### src/pkg/nbps_pkg.sv
// nbps_pkg: constants, encodings and carriers of the boot probe sequencer
// assumes a 100 MHz system clock and byte-wide memory access engines
package nbps_pkg;

  //////////////////////////////////////////////////////////////////////
  // timing
  localparam int unsigned CLOCK_MHZ       = 100;
  localparam int unsigned RESP_TIMEOUT_US = 100;  // per byte request
  localparam int unsigned PROBE_BUDGET_MS = 900;  // total pin drive
  localparam int unsigned RESP_TIMEOUT_CYC = RESP_TIMEOUT_US * CLOCK_MHZ;
  localparam int unsigned PROBE_BUDGET_CYC =
    PROBE_BUDGET_MS * CLOCK_MHZ * 1000;

  //////////////////////////////////////////////////////////////////////
  // nand header, parameter page and code location
  localparam logic [3:0]  HDR_KEY        = 4'hC;
  localparam logic [1:0]  HDR_SECT_1024  = 2'h1;
  localparam logic [7:0]  NAND_ID_OPCODE = 8'h90;
  localparam logic [15:0] NAND_ID_ADDR   = 16'h0020;
  localparam logic [31:0] ONFI_SIG       = 32'h4946_4E4F;
  localparam logic [15:0] PP_PAGE_OFS    = 16'h0050;  // byte 80
  localparam logic [15:0] PP_SPARE_OFS   = 16'h0054;  // byte 84
  localparam logic [15:0] PP_ECC_OFS     = 16'h0070;  // byte 112
  localparam logic [7:0]  ECC_CAP_WIDE   = 8'hFF;
  localparam logic [10:0] SECT_512       = 11'h200;
  localparam logic [10:0] SECT_1024      = 11'h400;
  localparam logic [15:0] NAND_CODE_OFS  = 16'h00D0;

  //////////////////////////////////////////////////////////////////////
  // exception vector check
  localparam logic [15:0] VEC_BYTES   = 16'h001C;  // 28 bytes
  localparam logic [15:0] VEC6_OFS    = 16'h0014;
  localparam logic [31:0] IMG_MAX     = 32'h0000_6000;  // 24 Kbytes
  localparam logic [31:0] BRANCH_MASK = 32'hFF00_0000;
  localparam logic [31:0] BRANCH_OPC  = 32'hEA00_0000;
  localparam logic [31:0] LDR_MASK    = 32'hFF7F_F000;
  localparam logic [31:0] LDR_OPC     = 32'hE51F_F000;

  //////////////////////////////////////////////////////////////////////
  // serial sources and rom vector
  localparam logic [7:0]  SPI_OP_GENERIC   = 8'h0B;
  localparam logic [7:0]  SPI_OP_PAGED     = 8'hE8;
  localparam logic [6:0]  EEPROM_DEV_ADDR  = 7'h50;
  localparam logic [31:0] ROM_ECC_VEC_ADDR = 32'h0010_0008;

  // port groups whose pins may be driven
  localparam int unsigned PORT_SPI = 0;
  localparam int unsigned PORT_SD  = 1;
  localparam int unsigned PORT_NAND = 2;
  localparam int unsigned PORT_TWI = 3;
  localparam int unsigned PORT_MON = 4;

  typedef enum logic [2:0] {
    SRC_SPI_GENERIC = 3'h0, SRC_SPI_PAGED = 3'h1, SRC_SD = 3'h2,
    SRC_NAND = 3'h3, SRC_TWI = 3'h4
  } nbps_src_e;

  typedef enum logic [1:0] {
    OP_READ = 2'h0, OP_ID = 2'h1, OP_PARAM = 2'h2, OP_FILE = 2'h3
  } nbps_op_e;

  typedef enum logic [1:0] {
    IF_NONE = 2'h0, IF_USB = 2'h1, IF_DEBUG_SERIAL = 2'h2
  } nbps_iface_e;

  // byte read request toward the memory engines
  typedef struct packed {
    logic        valid;
    nbps_src_e   src;
    nbps_op_e    op;
    logic [7:0]  opcode;
    logic [15:0] addr;
    logic        useEccFlag;
    logic [10:0] eccSector;
    logic [6:0]  devAddr;
  } nbps_req_s;

  // one byte answer from the engines
  typedef struct packed {
    logic       valid;
    logic       err;
    logic [7:0] data;
  } nbps_rsp_s;

  // write into internal sram
  typedef struct packed {
    logic [14:0] addr;
    logic [7:0]  data;
  } nbps_sram_s;

endpackage

### src/logic/nbps_sequencer.sv
// nbps_sequencer: probes boot memories in turn and copies valid code
// assumes byte engines for each memory port and an sram write port
//
// Notes on behaviour
// - nand header word accepted only when its top nibble is 0xC.
// - first 28 bytes are seven vectors; all but sixth branch or load pc.
// - sixth vector at 0x14 is image length, below 24 Kbytes.
// - failed or empty memory: release its pins, reset it, try next.
// - no header: nand id opcode 0x90 with address 0x20.
// - parameter page gives page 80, spare 84, ecc bits 112.
// - ecc sector 512 bytes, 1024 when ecc capability reads 0xFF.
// - parameter page discovery forces ecc use on.
// - reread first page, code checked from 0xD0, copied to sram start.
// - only 8-bit nand is read.
// - header ecc flag clear means page reads without ecc.
// - ecc routine entry lives at rom vector 0x100008.
// - sd card via card host 0, boot.bin in fat root.
// - sd cards of spec v2.0 including high capacity accepted.
// - spi port 0 select 0, generic flash first, then paged.
// - spi and eeprom checked by vectors only.
// - spi continuous read from 0; 0xE8 paged, 0x0B generic.
// - paged flash of 264, 528 or 1056 byte pages handled.
// - eeprom on two-wire port 0, device address 0x50.
// - without valid image, pins driven under one second in total.
// - all used pins and ports reset before the jump.
// - no code anywhere: monitor starts, picks usb or debug serial.
// - monitor loops forever once its interface is chosen.
`timescale 1ns/1ps
module nbps_sequencer
  import nbps_pkg::*;
#(
  parameter int unsigned RESP_TIMEOUT = RESP_TIMEOUT_CYC,
  parameter int unsigned PROBE_BUDGET = PROBE_BUDGET_CYC
) (
  input  wire logic        clock,          // system clock
  input  wire logic        rst,            // synchronous reset
  output nbps_req_s        memReq,         // byte read request
  input  wire nbps_rsp_s   memRsp,         // byte answer
  output logic             sramValid,      // sram byte offered
  output nbps_sram_s       sramWr,         // sram address and byte
  input  wire logic        sramReady,      // sram takes the byte
  output logic [4:0]       pinDrive,       // port pins in use
  output logic [4:0]       portReset,      // port back to reset
  input  wire logic        usbEnumerated,  // usb enumeration seen
  input  wire logic        debugRxSeen,    // debug serial char seen
  output logic             monitorInit,    // monitor ports started
  output logic             monitorRun,     // monitor command loop
  output nbps_iface_e      monitorIface,   // chosen monitor link
  output logic             bootDone,       // jump to sram code
  output logic [31:0]      eccVecAddr      // rom ecc routine vector
);

  typedef enum logic [3:0] {
    S_IDLE    = 4'h0,
    S_SETUP   = 4'h1,
    S_HDR     = 4'h3,
    S_ID      = 4'h2,
    S_PARAM   = 4'h6,
    S_VEC     = 4'h7,
    S_COPY    = 4'h5,
    S_DRAIN   = 4'h4,
    S_RELEASE = 4'hC,
    S_JUMP    = 4'hD,
    S_RESTORE = 4'hF,
    S_MON     = 4'hE,
    S_LOOP    = 4'hA
  } nbps_state_e;

  typedef struct packed {
    nbps_state_e       st;
    nbps_src_e         src;
    logic [15:0]       cnt;
    logic [15:0]       base;
    logic [31:0]       word;
    logic [15:0]       imgLen;
    logic              useEccFlag;
    logic              sect1024;
    logic [15:0]       pageSize;
    logic [15:0]       spareSize;
    logic [7:0]        eccBits;
    logic [31:0]       waitCnt;
    logic [31:0]       budget;
    logic              giveUp;
    logic [1:0]        usbSync;
    logic [1:0]        dbgSync;
    nbps_iface_e       iface;
    logic [1:0]        fill;
    nbps_sram_s [1:0]  buffer;
  } nbps_regs_s;

  nbps_regs_s  r;
  nbps_regs_s  next_r;
  logic        got;
  logic        lastByte;
  logic        probing;
  logic        reading;
  logic        vecBad;
  logic        pop;
  logic        push;
  logic [1:0]  fillAfterPop;
  logic [31:0] word;

  // map a source to the group of pins it drives
  function automatic int unsigned portOf(nbps_src_e s);
    unique case (s)
      SRC_SPI_GENERIC, SRC_SPI_PAGED: portOf = PORT_SPI;
      SRC_SD:   portOf = PORT_SD;
      SRC_NAND: portOf = PORT_NAND;
      default:  portOf = PORT_TWI;
    endcase
  endfunction

  //////////////////////////////////////////////////////////////////////
  // request toward the memory engines
  always_comb begin
    memReq            = '0;
    memReq.src        = r.src;
    memReq.useEccFlag = r.useEccFlag;
    memReq.eccSector  = r.sect1024 ? SECT_1024 : SECT_512;
    memReq.devAddr    = EEPROM_DEV_ADDR;
    memReq.opcode     = (r.src == SRC_SPI_PAGED) ? SPI_OP_PAGED
                                                 : SPI_OP_GENERIC;
    // the address stays linear for every source; a paged flash engine
    // splits it into page and offset for its own page size
    memReq.addr       = r.base + r.cnt;
    memReq.op         = OP_READ;
    unique case (r.st)
      S_HDR, S_VEC: memReq.valid = 1'b1;
      S_ID: begin
        memReq.valid  = 1'b1;
        memReq.op     = OP_ID;
        memReq.opcode = NAND_ID_OPCODE;
        memReq.addr   = NAND_ID_ADDR;
      end
      S_PARAM: begin
        memReq.valid = 1'b1;
        memReq.op    = OP_PARAM;
      end
      S_COPY: memReq.valid = (r.cnt != r.imgLen) && (r.fill != 2'h2);
      default: memReq.valid = 1'b0;
    endcase
    // sd engine resolves boot.bin on a fat root, v2.0 and sdhc
    if (r.src == SRC_SD && memReq.op == OP_READ) begin
      memReq.op = OP_FILE;
    end
  end

  //////////////////////////////////////////////////////////////////////
  // next state of the sequencer, buffer and synchronisers
  always_comb begin
    next_r   = r;
    got      = memReq.valid && memRsp.valid;
    word     = {memRsp.data, r.word[31:8]};  // 8-bit bus only
    lastByte = (r.cnt[1:0] == 2'h3);
    reading  = r.st inside {S_HDR, S_ID, S_PARAM, S_VEC, S_COPY};
    probing  = reading || r.st inside {S_SETUP, S_DRAIN};
    vecBad   = 1'b0;

    next_r.usbSync = {r.usbSync[0], usbEnumerated};
    next_r.dbgSync = {r.dbgSync[0], debugRxSeen};

    // two-entry buffer toward sram
    // a pop and a push may share a cycle; the push lands in the slot
    // left after the pop, so a stalled sram never loses a byte and the
    // request is only withheld while both slots are full
    pop          = (r.fill != 2'h0) && sramReady;
    push         = got && (r.st == S_COPY);
    fillAfterPop = r.fill - {1'b0, pop};
    if (pop) begin
      next_r.buffer[0] = r.buffer[1];
    end
    if (push) begin
      next_r.buffer[fillAfterPop[0]] = {r.cnt[14:0], memRsp.data};
    end
    next_r.fill = fillAfterPop + {1'b0, push};

    // response watchdog and total probe time
    // the watchdog restarts on every answer, so a slow but live memory
    // is kept; the budget only runs while memory pins are driven and
    // is never cleared before reset, so it bounds the whole walk
    if (memReq.valid && !memRsp.valid) begin
      next_r.waitCnt = r.waitCnt + 32'h1;
    end else begin
      next_r.waitCnt = '0;
    end
    if (probing) begin
      next_r.budget = r.budget + 32'h1;
    end
    if (got) begin
      next_r.word = word;
      next_r.cnt  = r.cnt + 16'h1;
    end

    unique case (r.st)
      S_IDLE: next_r.st = S_SETUP;
      S_SETUP: begin
        next_r.cnt        = '0;
        next_r.base       = '0;
        next_r.useEccFlag = 1'b0;  // first page read without ecc
        next_r.sect1024   = 1'b0;
        next_r.st = (r.src == SRC_NAND) ? S_HDR : S_VEC;
      end
      S_HDR: if (got && lastByte) begin
        next_r.cnt = '0;
        if (word[31:28] == HDR_KEY) begin
          next_r.useEccFlag = word[0];
          next_r.sect1024   = (word[17:16] == HDR_SECT_1024);
          next_r.base       = NAND_CODE_OFS;
          next_r.st         = S_VEC;
        end else begin
          next_r.st = S_ID;
        end
      end
      S_ID: if (got && lastByte) begin
        next_r.cnt  = '0;
        next_r.base = PP_PAGE_OFS;
        next_r.st   = (word == ONFI_SIG) ? S_PARAM : S_RESTORE;
      end
      S_PARAM: if (got) begin
        // capture fields as the page streams past
        unique case (memReq.addr)
          PP_PAGE_OFS:         next_r.pageSize[7:0]   = memRsp.data;
          PP_PAGE_OFS + 16'h1: next_r.pageSize[15:8]  = memRsp.data;
          PP_SPARE_OFS:        next_r.spareSize[7:0]  = memRsp.data;
          PP_SPARE_OFS + 16'h1:next_r.spareSize[15:8] = memRsp.data;
          default: ;
        endcase
        if (memReq.addr == PP_ECC_OFS) begin
          next_r.eccBits    = memRsp.data;
          next_r.sect1024   = (memRsp.data == ECC_CAP_WIDE);
          next_r.useEccFlag = 1'b1;
          next_r.base       = NAND_CODE_OFS;
          next_r.cnt        = '0;
          next_r.st         = S_VEC;
        end
      end
      S_VEC: if (got && lastByte) begin
        if (r.cnt[15:2] == VEC6_OFS[15:2]) begin
          vecBad        = (word >= IMG_MAX);
          next_r.imgLen = word[15:0];
        end else begin
          vecBad = ((word & BRANCH_MASK) != BRANCH_OPC)
                && ((word & LDR_MASK) != LDR_OPC);
        end
        if (vecBad) begin
          next_r.st = S_RESTORE;
        end else if (r.cnt == VEC_BYTES - 16'h1) begin
          next_r.cnt = '0;
          next_r.st  = S_COPY;
        end
      end
      S_COPY: if (r.cnt == r.imgLen) begin
        next_r.st = S_DRAIN;
      end
      S_DRAIN: if (r.fill == 2'h0) begin
        next_r.st = S_RELEASE;
      end
      S_RELEASE: next_r.st = S_JUMP;
      S_JUMP: next_r.st = S_JUMP;
      S_RESTORE: begin
        if (r.src == SRC_TWI || r.giveUp) begin
          next_r.st = S_MON;
        end else begin
          next_r.src = nbps_src_e'(3'(r.src + 3'h1));
          next_r.st  = S_SETUP;
        end
      end
      S_MON: begin
        if (r.usbSync[1]) begin
          next_r.iface = IF_USB;
          next_r.st    = S_LOOP;
        end else if (r.dbgSync[1]) begin
          next_r.iface = IF_DEBUG_SERIAL;
          next_r.st    = S_LOOP;
        end
      end
      S_LOOP: next_r.st = S_LOOP;
      default: next_r.st = S_IDLE;
    endcase

    // engine error or silent memory abandons the source
    if (reading && ((memReq.valid && memRsp.valid && memRsp.err)
        || r.waitCnt == RESP_TIMEOUT - 1)) begin
      next_r.st = S_RESTORE;
    end
    // whole probe walk stays under one second of pin drive
    if (probing && r.budget == PROBE_BUDGET - 1) begin
      next_r.giveUp = 1'b1;
      next_r.st     = S_RESTORE;
    end
  end

  //////////////////////////////////////////////////////////////////////
  // state register
  // everything, the synchronisers and the sram buffer included, sits in
  // one record; reset clears it all, which parks the sequencer in idle
  // with no port driven and the first source selected
  always_ff @(posedge clock) begin
    if (rst) begin
      r <= '0;
    end else begin
      r <= next_r;
    end
  end

  //////////////////////////////////////////////////////////////////////
  // pin ownership, port resets and monitor status
  // only the port of the source under test is driven while probing, and the monitor port in monitor and loop; restore and
  // release show the reset pulse with the pins already let go
  always_comb begin
    pinDrive  = '0;
    portReset = '0;
    if (probing) begin
      pinDrive[portOf(r.src)] = 1'b1;
    end
    if (r.st == S_RESTORE || r.st == S_RELEASE) begin
      portReset[portOf(r.src)] = 1'b1;
    end
    if (r.st == S_MON || r.st == S_LOOP) begin
      pinDrive[PORT_MON] = 1'b1;
    end
  end

  // sram side of the buffer and status outputs
  assign sramValid    = (r.fill != 2'h0);
  assign sramWr       = r.buffer[0];
  assign monitorInit  = (r.st == S_MON);
  assign monitorRun   = (r.st == S_LOOP);
  assign monitorIface = r.iface;
  assign bootDone     = (r.st == S_JUMP);
  assign eccVecAddr   = ROM_ECC_VEC_ADDR;

endmodule

### config.mk
export PLATFORM = sky130hd
export DESIGN_NAME = nbps_sequencer
export DESIGN_NICKNAME = d
export VERILOG_FILES = /design/src/pkg/nbps_pkg.sv /design/src/logic/nbps_sequencer.sv
export SDC_FILE = /design/constraint.sdc
export NUM_CORES = 1
export LEC_CHECK = 0
export BUFFER_PORTS_ARGS = -buffer_cell sky130_fd_sc_hd__buf_2
export CAP_MARGIN = 20
export CORE_AREA = 10 10 109 183
export DETAILED_ROUTE_END_ITERATION = 12
export DIE_AREA = 0 0 119 193
export HOLD_SLACK_MARGIN = 0.12
export PLACE_DENSITY = 0.92
export SYNTH_ARGS = -nofsm -noshare
export SYNTH_HDL_FRONTEND = slang
export SYNTH_SLANG_ARGS = --single-unit
### constraint.sdc
create_clock -name clock -period 7.07 [get_ports clock]
set_input_delay 0.3535 -clock clock [delete_from_list [all_inputs] [get_ports clock]]
set_output_delay 0.3535 -clock clock [all_outputs]
set_load 0.02 [all_outputs]
==> flow_summary.yaml, run 1 <==
route:
  drt_iter0_drc: 699
  drtAntennaViolNets: 0
  wl_mm: 25.13
  drt_first_pass_iters: 5
  wl_per_cell_um: 18.02
  viasPerCell: 5.857
  drc: 0
  vias: 8171
sta:
  finalCritPeriodShare_pct: 52.00
  post-route-min-period_ns: 3.677
  hold_viol: 0
  maxSlewViolCount: 0
  relSlewSlack_pct: 22.54
  rsz0062_at_grt: "false"
  setup_tns_ns: 0
  finalSetupViolations: 0
  holdWs_ns: 0.1327
  worst_pin_slew_ns: 1.155
  clock-skew-final_ns: 0.01114
  max_freq_mhz: 272.0
clocking:
  cts-resized-gates: 0
  clkLatencyLatePin_ns: 0.43
  numCtsBuffers: 17
  cts_root_buf: "clkbuf_16"
  htree_levels: 4
  path_clk_slew_ns: 0.07
  clockBufferDepth: 2
  cts_tree: "yes"
  cts_sinks: 186
  postCtsSetupBuffers: 0
  cts_hold_buf: 0
final_layout:
  final_common_cell: "nor2_1"
  stdcell_count: 1395
  antenna_cells: 0
  area_growth_pct: 6.378
  nets: 1184
  stdcell_area_sq_um: 10540
  final_cell_mix: "nor2_1, dfxtp_1, mux2i_1"
  drive_gt1_share_pct: 12.84
global_routing:
  grt_max_degree: 86
  grt_use_total_pct: 21.13
  grt.busiest_layer: "met2"
  grtUsageMet2_pct: 38.98
  grt_pass1_wl_mm: 39.90
  overflow: 0
  grt_pass1_vias: 8100
  use_met3_pct: 4.636
  gr-usage-met1_pct: 20.57
  antenna_found_initial: 0
yosys:
  synth_largest_area_cell: "dfxtp_1"
  synth_area_leaders: "dfxtp_1, mux2i_1, nor2_1"
  ys_seq_area_share_pct: 37.59
  synth_top_area_share_pct: 37.59
  ys_ff_latch: 186
  synthArstFlopShare_pct: 0
  syn_inst: 1148
  synth-main-ff-cell: "dfxtp_1"
  synth_area_sq_um: 9907
  synth_edf_count: 0
  ys_warn_count: 0
  synth_cell_types: 72
  synth_area_per_cell_sq_um: 8.630
worst_setup_path:
  end_kind: "flop"
  critPathSlowestCell: "dfxtp_1"
  worst_path_largest_cell_delay_ns: 0.82
  cp_max_fo: 26
  rr_worst_depth: 8
  start_kind: "flop"
  crit_chain: "or4b_1 > clkinv_1 > nor2_1 > mux2i_4 > and4_1 > a21oi_1 > nor3_4 > a211oi_1"
  arrival_ns: 3.95
  crit_required_ns: 7.34
  crit_type: "flop to flop"
pwr:
  leakage_uw: 0.004362
  p_seq_share_pct: 40.7
  p_switching_uw: 974.7
  p_int_uw: 1902
  switching_share_pct: 33.88
  vdd_drop_max_uv: 154.7
  comb_power_share_pct: 24.0
  p_clk_share_pct: 35.3
  pwr_density_cell_nw_per_um2: 273.0
floorplanning:
  fp.dieW_um: 119
  die_h_um: 193
  rows: 63
  ios: 135
  core_region_area_sq_um: 16870
  start_util_pct: 58.73
  dieArea_sq_um: 22970
placement:
  gp_congestion: 0.9515
  dp_hpwl_mm: 17.50
  dp.cells: 1364
  dpl_cell_area_sq_um: 9921
  port_buffers: 84
worst_hold_path:
  whs_path_depth: 2
  hp-class: "input port to flop"
status:
  outcome: "completed"
run:
  cap_violations: 0
[power groups by stage]
| stage | Clock [uW] | Combinational [uW] | Sequential [uW] |
|---|---|---|---|
| final | 1020 | 690 | 1170 |
| after floorplan | 0 | 609 | 1140 |
| after global placement | 0 | 668 | 1190 |
| after CTS | 1020 | 684 | 1170 |
| after detailed placement | 0 | 677 | 1190 |
| after global routing | 1060 | 744 | 1180 |
[final cells by class]
type	count	area, sq um
Fill cell	1374	6330
Tap cell	227	284.0
Clock inverter	13	188.9
Timing Repair Buffer	89	460.4
Inverter	26	97.59
Multi-Input combinational cell	836	5355
Sequential cell	186	3724
Clock buffer	18	429.2
[logic make-up (layout without fill, tap and decap cells)]
kind of cell / Yosys count / count (layout) / share of synthesized area, %
multiplexers: 90 / 90 / 9.219
other: 2 / 50 / 0.07580
AO/OA/AOI/OAI: 114 / 114 / 8.626
flip-flops: 186 / 186 / 37.59
XOR/XNOR: 99 / 99 / 8.752
AND/OR/NAND/NOR: 470 / 470 / 23.92
buffers and inverters: 174 / 146 / 10.18
adder cells (fa/ha/maj): 13 / 13 / 1.642
[layer usage]
layer	routed length, um	vias up	part of all wire [%]
met2	13300	354	53
met5	0	-	0
met3	1427	115	5.7
met4	1483	0	5.9
met1	8920	3856	35
li1	-	3846	-
[state kept, by name (all words and copies together), names as in the netlist]
| signal | cells |
|---|---|
| r | 155 |
| sramWr | 23 |
| memReq | 4 |
| monitorIface | 2 |
| next_r | 2 |
[Yosys cell counts, types with 2 or more instances]
cell	count
a31oi_1	3
and3_1	16
inv_1	25
nor4bb_1	3
nand2b_1	2
a211oi_2	9
nand2_1	59
nand3_1	42
or4_1	6
conb_1	2
a21o_1	3
o21ai_0	17
clkbuf_1	43
nand4b_1	2
a311oi_1	3
nand4_1	28
and4_1	8
nor2b_1	12
nor3b_1	3
nor4_1	20
ha_1	13
buf_1	5
buf_6	4
or2_4	2
xnor2_1	38
nor2_1	205
o21ai_1	2
nand4bb_1	2
mux2i_1	89
a221o_1	2
nor4b_2	2
buf_2	14
buf_4	82
a21oi_1	20
xor2_1	61
or3_1	6
and2_1	12
dfxtp_1	186
nand3b_1	4
a21oi_2	3
nor3_1	19
a211oi_1	36
nor4b_1	6
[worst max-delay path, delay by kind of cell, from the launching register on]
family,cells,cell delay (ns)
AND/OR/NAND/NOR,4,1.86
multiplexers,1,0.20
buffers and inverters,1,0.35
flip-flops,1,0.82
AO/OA/AOI/OAI,2,0.27
[worst paths after layout]
path / startpoint / to / slack [ns]
worst max register to register: r[245] / r[229] / 3.39
worst max-delay path: r[245] / r[229] / 3.39
worst min-delay path: debugRxSeen / next_r[51] / 0.13
worst min register to register: next_r[51] / r[51] / 0.45
[metrics by stage]
stage	utilization (%)	setup WS (ns)	power [uW]
detailed placement	58.81	3.543	1868
global route	62.48	3.143	2984
floorplan	-	4.054	1744
global placement	58.81	3.652	1856
CTS	62.48	3.489	2874
finish	62.48	3.393	2877
No activity file was read; power rests on OpenSTA's default activity.
==> run 2: changes to the inputs <==
CORE_AREA = 10 10 115 194   (was 10 10 109 183)
DIE_AREA = 0 0 125 204   (was 0 0 119 193)
PLACE_DENSITY = 0.87   (was 0.92)
clock period = 3.3 ns   (was 7.07 ns; I/O delays follow)
==> run 2 against run 1 <==
Sequential cell count stayed put. Sequential share of layout area is 0.76 points lower. Total power is 110% higher. Cell area is 2.2% higher. Global-route usage is 2.4 points lower. Routed wire length is 1.2% lower. Critical path type unchanged.
==> flow_summary.yaml, run 2 (synthesis results as in run 1) <==
final_layout:
  nets: 1211
  seq_area_sq_um: 3724
  area_growth_pct: 8.714
  nFillCells: 1631
  largest_register: "r"
  multi_input_area_sq_um: 5355
  drive_gt1_share_pct: 14.13
  final_common_cell: "nor2_1"
  antenna_cells: 0
  final_cell_mix: "nor2_1, dfxtp_1, mux2i_1"
  largest_register_ff_count: 155
route:
  drtAntennaViolNets: 0
  drt_iter0_drc: 581
  wl_per_cell_um: 17.28
  drc: 0
  drt_first_pass_iters: 5
  wl_mm: 24.84
  vias: 8127
  viasPerCell: 5.656
sta:
  finalSetupViolations: 0
  clock-skew-final_ns: 0.01011
  rsz0062_at_grt: "false"
  worst_pin_slew_ns: 0.8265
  maxSlewViolCount: 0
  finalCritPeriodShare_pct: 95.88
  max_freq_mhz: 316.1
  relSlewSlack_pct: 44.48
  fin_ws_ns: 0.1361
  post-route-min-period_ns: 3.164
  holdWs_ns: 0.1815
  setup_tns_ns: 0
  hold_viol: 0
floorplanning:
  dieArea_sq_um: 25500
  start_util_pct: 51.83
  core_region_area_sq_um: 19110
  fp.dieW_um: 125
  rows: 67
  die_h_um: 204
  ios: 135
worst_setup_path:
  rrSetupSlack_ns: 0.14
  worst_path_largest_cell_delay_ns: 0.67
  cp_top_family: "simple AND/OR/NAND/NOR gates"
  cp_max_fo: 23
  start_kind: "flop"
  rr_startpoint: "r[230]"
  arrival_ns: 3.46
  rr_worst_depth: 7
  crit_required_ns: 3.59
  critical_path_depth: 7
  reg2reg_to: "r[171]"
  crit_type: "flop to flop"
  end_kind: "flop"
  crit_chain: "xor2_1 > nor4_1 > and4_1 > o22ai_4 > nand4_2 > mux2i_1 > nor2_1"
  critPathSlowestCell: "dfxtp_1"
  path_buf_inv: 0
pwr:
  p_clk_share_pct: 32.7
  comb_power_share_pct: 27.3
  p_int_uw: 3893
  switching_share_pct: 36.35
  p_switching_uw: 2223
  leakage_uw: 0.004481
  p_seq_share_pct: 40.0
  vdd_drop_max_uv: 341.9
  pwr_density_cell_nw_per_um2: 567.9
worst_hold_path:
  hold_path_startpoint: "rst"
  min_to: "memReq[47]"
  whs_path_depth: 2
  hp-class: "input port to flop"
clocking:
  cts_root_buf: "clkbuf_16"
  clockBufferDepth: 2
  clkLatencyLatePin_ns: 0.44
  htree_levels: 4
  path_clk_slew_ns: 0.07
  cts-resized-gates: 0
  numCtsBuffers: 17
  cts_tree: "yes"
  cts_sinks: 186
placement:
  dp_hpwl_mm: 17.65
  pre_cts_ws_ns: 0.3918
  gp_congestion: 0.9566
  port_buffers: 84
global_routing:
  grt_pass1_vias: 8175
  grt_max_degree: 107
  grt_pass1_wl_mm: 40.32
  use_met3_pct: 3.843
  gr-usage-met1_pct: 19.03
  grtUsageMet2_pct: 33.82
  overflow: 0
  grt.busiest_layer: "met2"
  grt_use_total_pct: 18.77
  antenna_found_initial: 0
status:
  outcome: "completed"
run:
  cap_violations: 0
[run 2: cell count changes in the layout (fill, tap and decap cells not counted), sizes merged]
cell / before / now
clkbuf: 18 / 17
buf: 89 / 106
clkinv: 5 / 6
inv: 29 / 34
bufinv: 4 / 0
dlygate4sd3: 0 / 10
[run 2: how the worst max path moves through the flow]
stage	start	end	slack, ns
after floorplan	r[47]	r[27]	0.28
after detailed placement	r[235]	r[167]	0.39
after global placement	r[232]	r[229]	0.48
after global routing	r[233]	r[171]	0.05
after CTS	r[235]	r[175]	0.35
final	r[230]	r[171]	0.14
[run 2: power groups by stage]
stage | sequential (uW) | clock, uW | combinational (uW)
final | 2440 | 2000 | 1670
after global routing | 2460 | 2110 | 1800
after CTS | 2440 | 2030 | 1650
after detailed placement | 2490 | 0 | 1630
after global placement | 2490 | 0 | 1610
after floorplan | 2430 | 0 | 1300
[run 2: timing repair]
| action | CTS | global route |
|---|---|---|
| setup buffers | 0 | 0 |
| hold endpoints to repair | 21 | 0 |
| hold buffers | 10 | 0 |
[run 2: per-stage QoR]
step / cells / utilization [%] / total power, uW / area [sq um]
CTS: 1437 / 56.35 / 6117 / 10770
global route: 1437 / 56.35 / 6373 / 10770
floorplan: 1196 / - / 3736 / 10090
detailed placement: 1395 / 52.80 / 4118 / 10090
finish: 1437 / 56.35 / 6117 / 10770
global placement: 1395 / 52.80 / 4101 / 10090
[run 2: layout make-up]
type | count | area share (%)
multi-input combinational | 836 | 49.72
sequential | 186 | 34.57
timing repair buffer | 116 | 6.622
clock buffer | 17 | 3.950
tap | 241 | 2.800
clock inverter | 15 | 1.429
inverter | 26 | 0.9061
[run 2: layer usage]
layer  wire length, um  part of all wire [%]  vias to the layer above
met3              1297                   5.2                       88
met4              1366                   5.5                        0
met2             12950                    52                      318
met1              9227                    37                     3823
met5                 0                     0                        -
li1                  -                     -                     3898
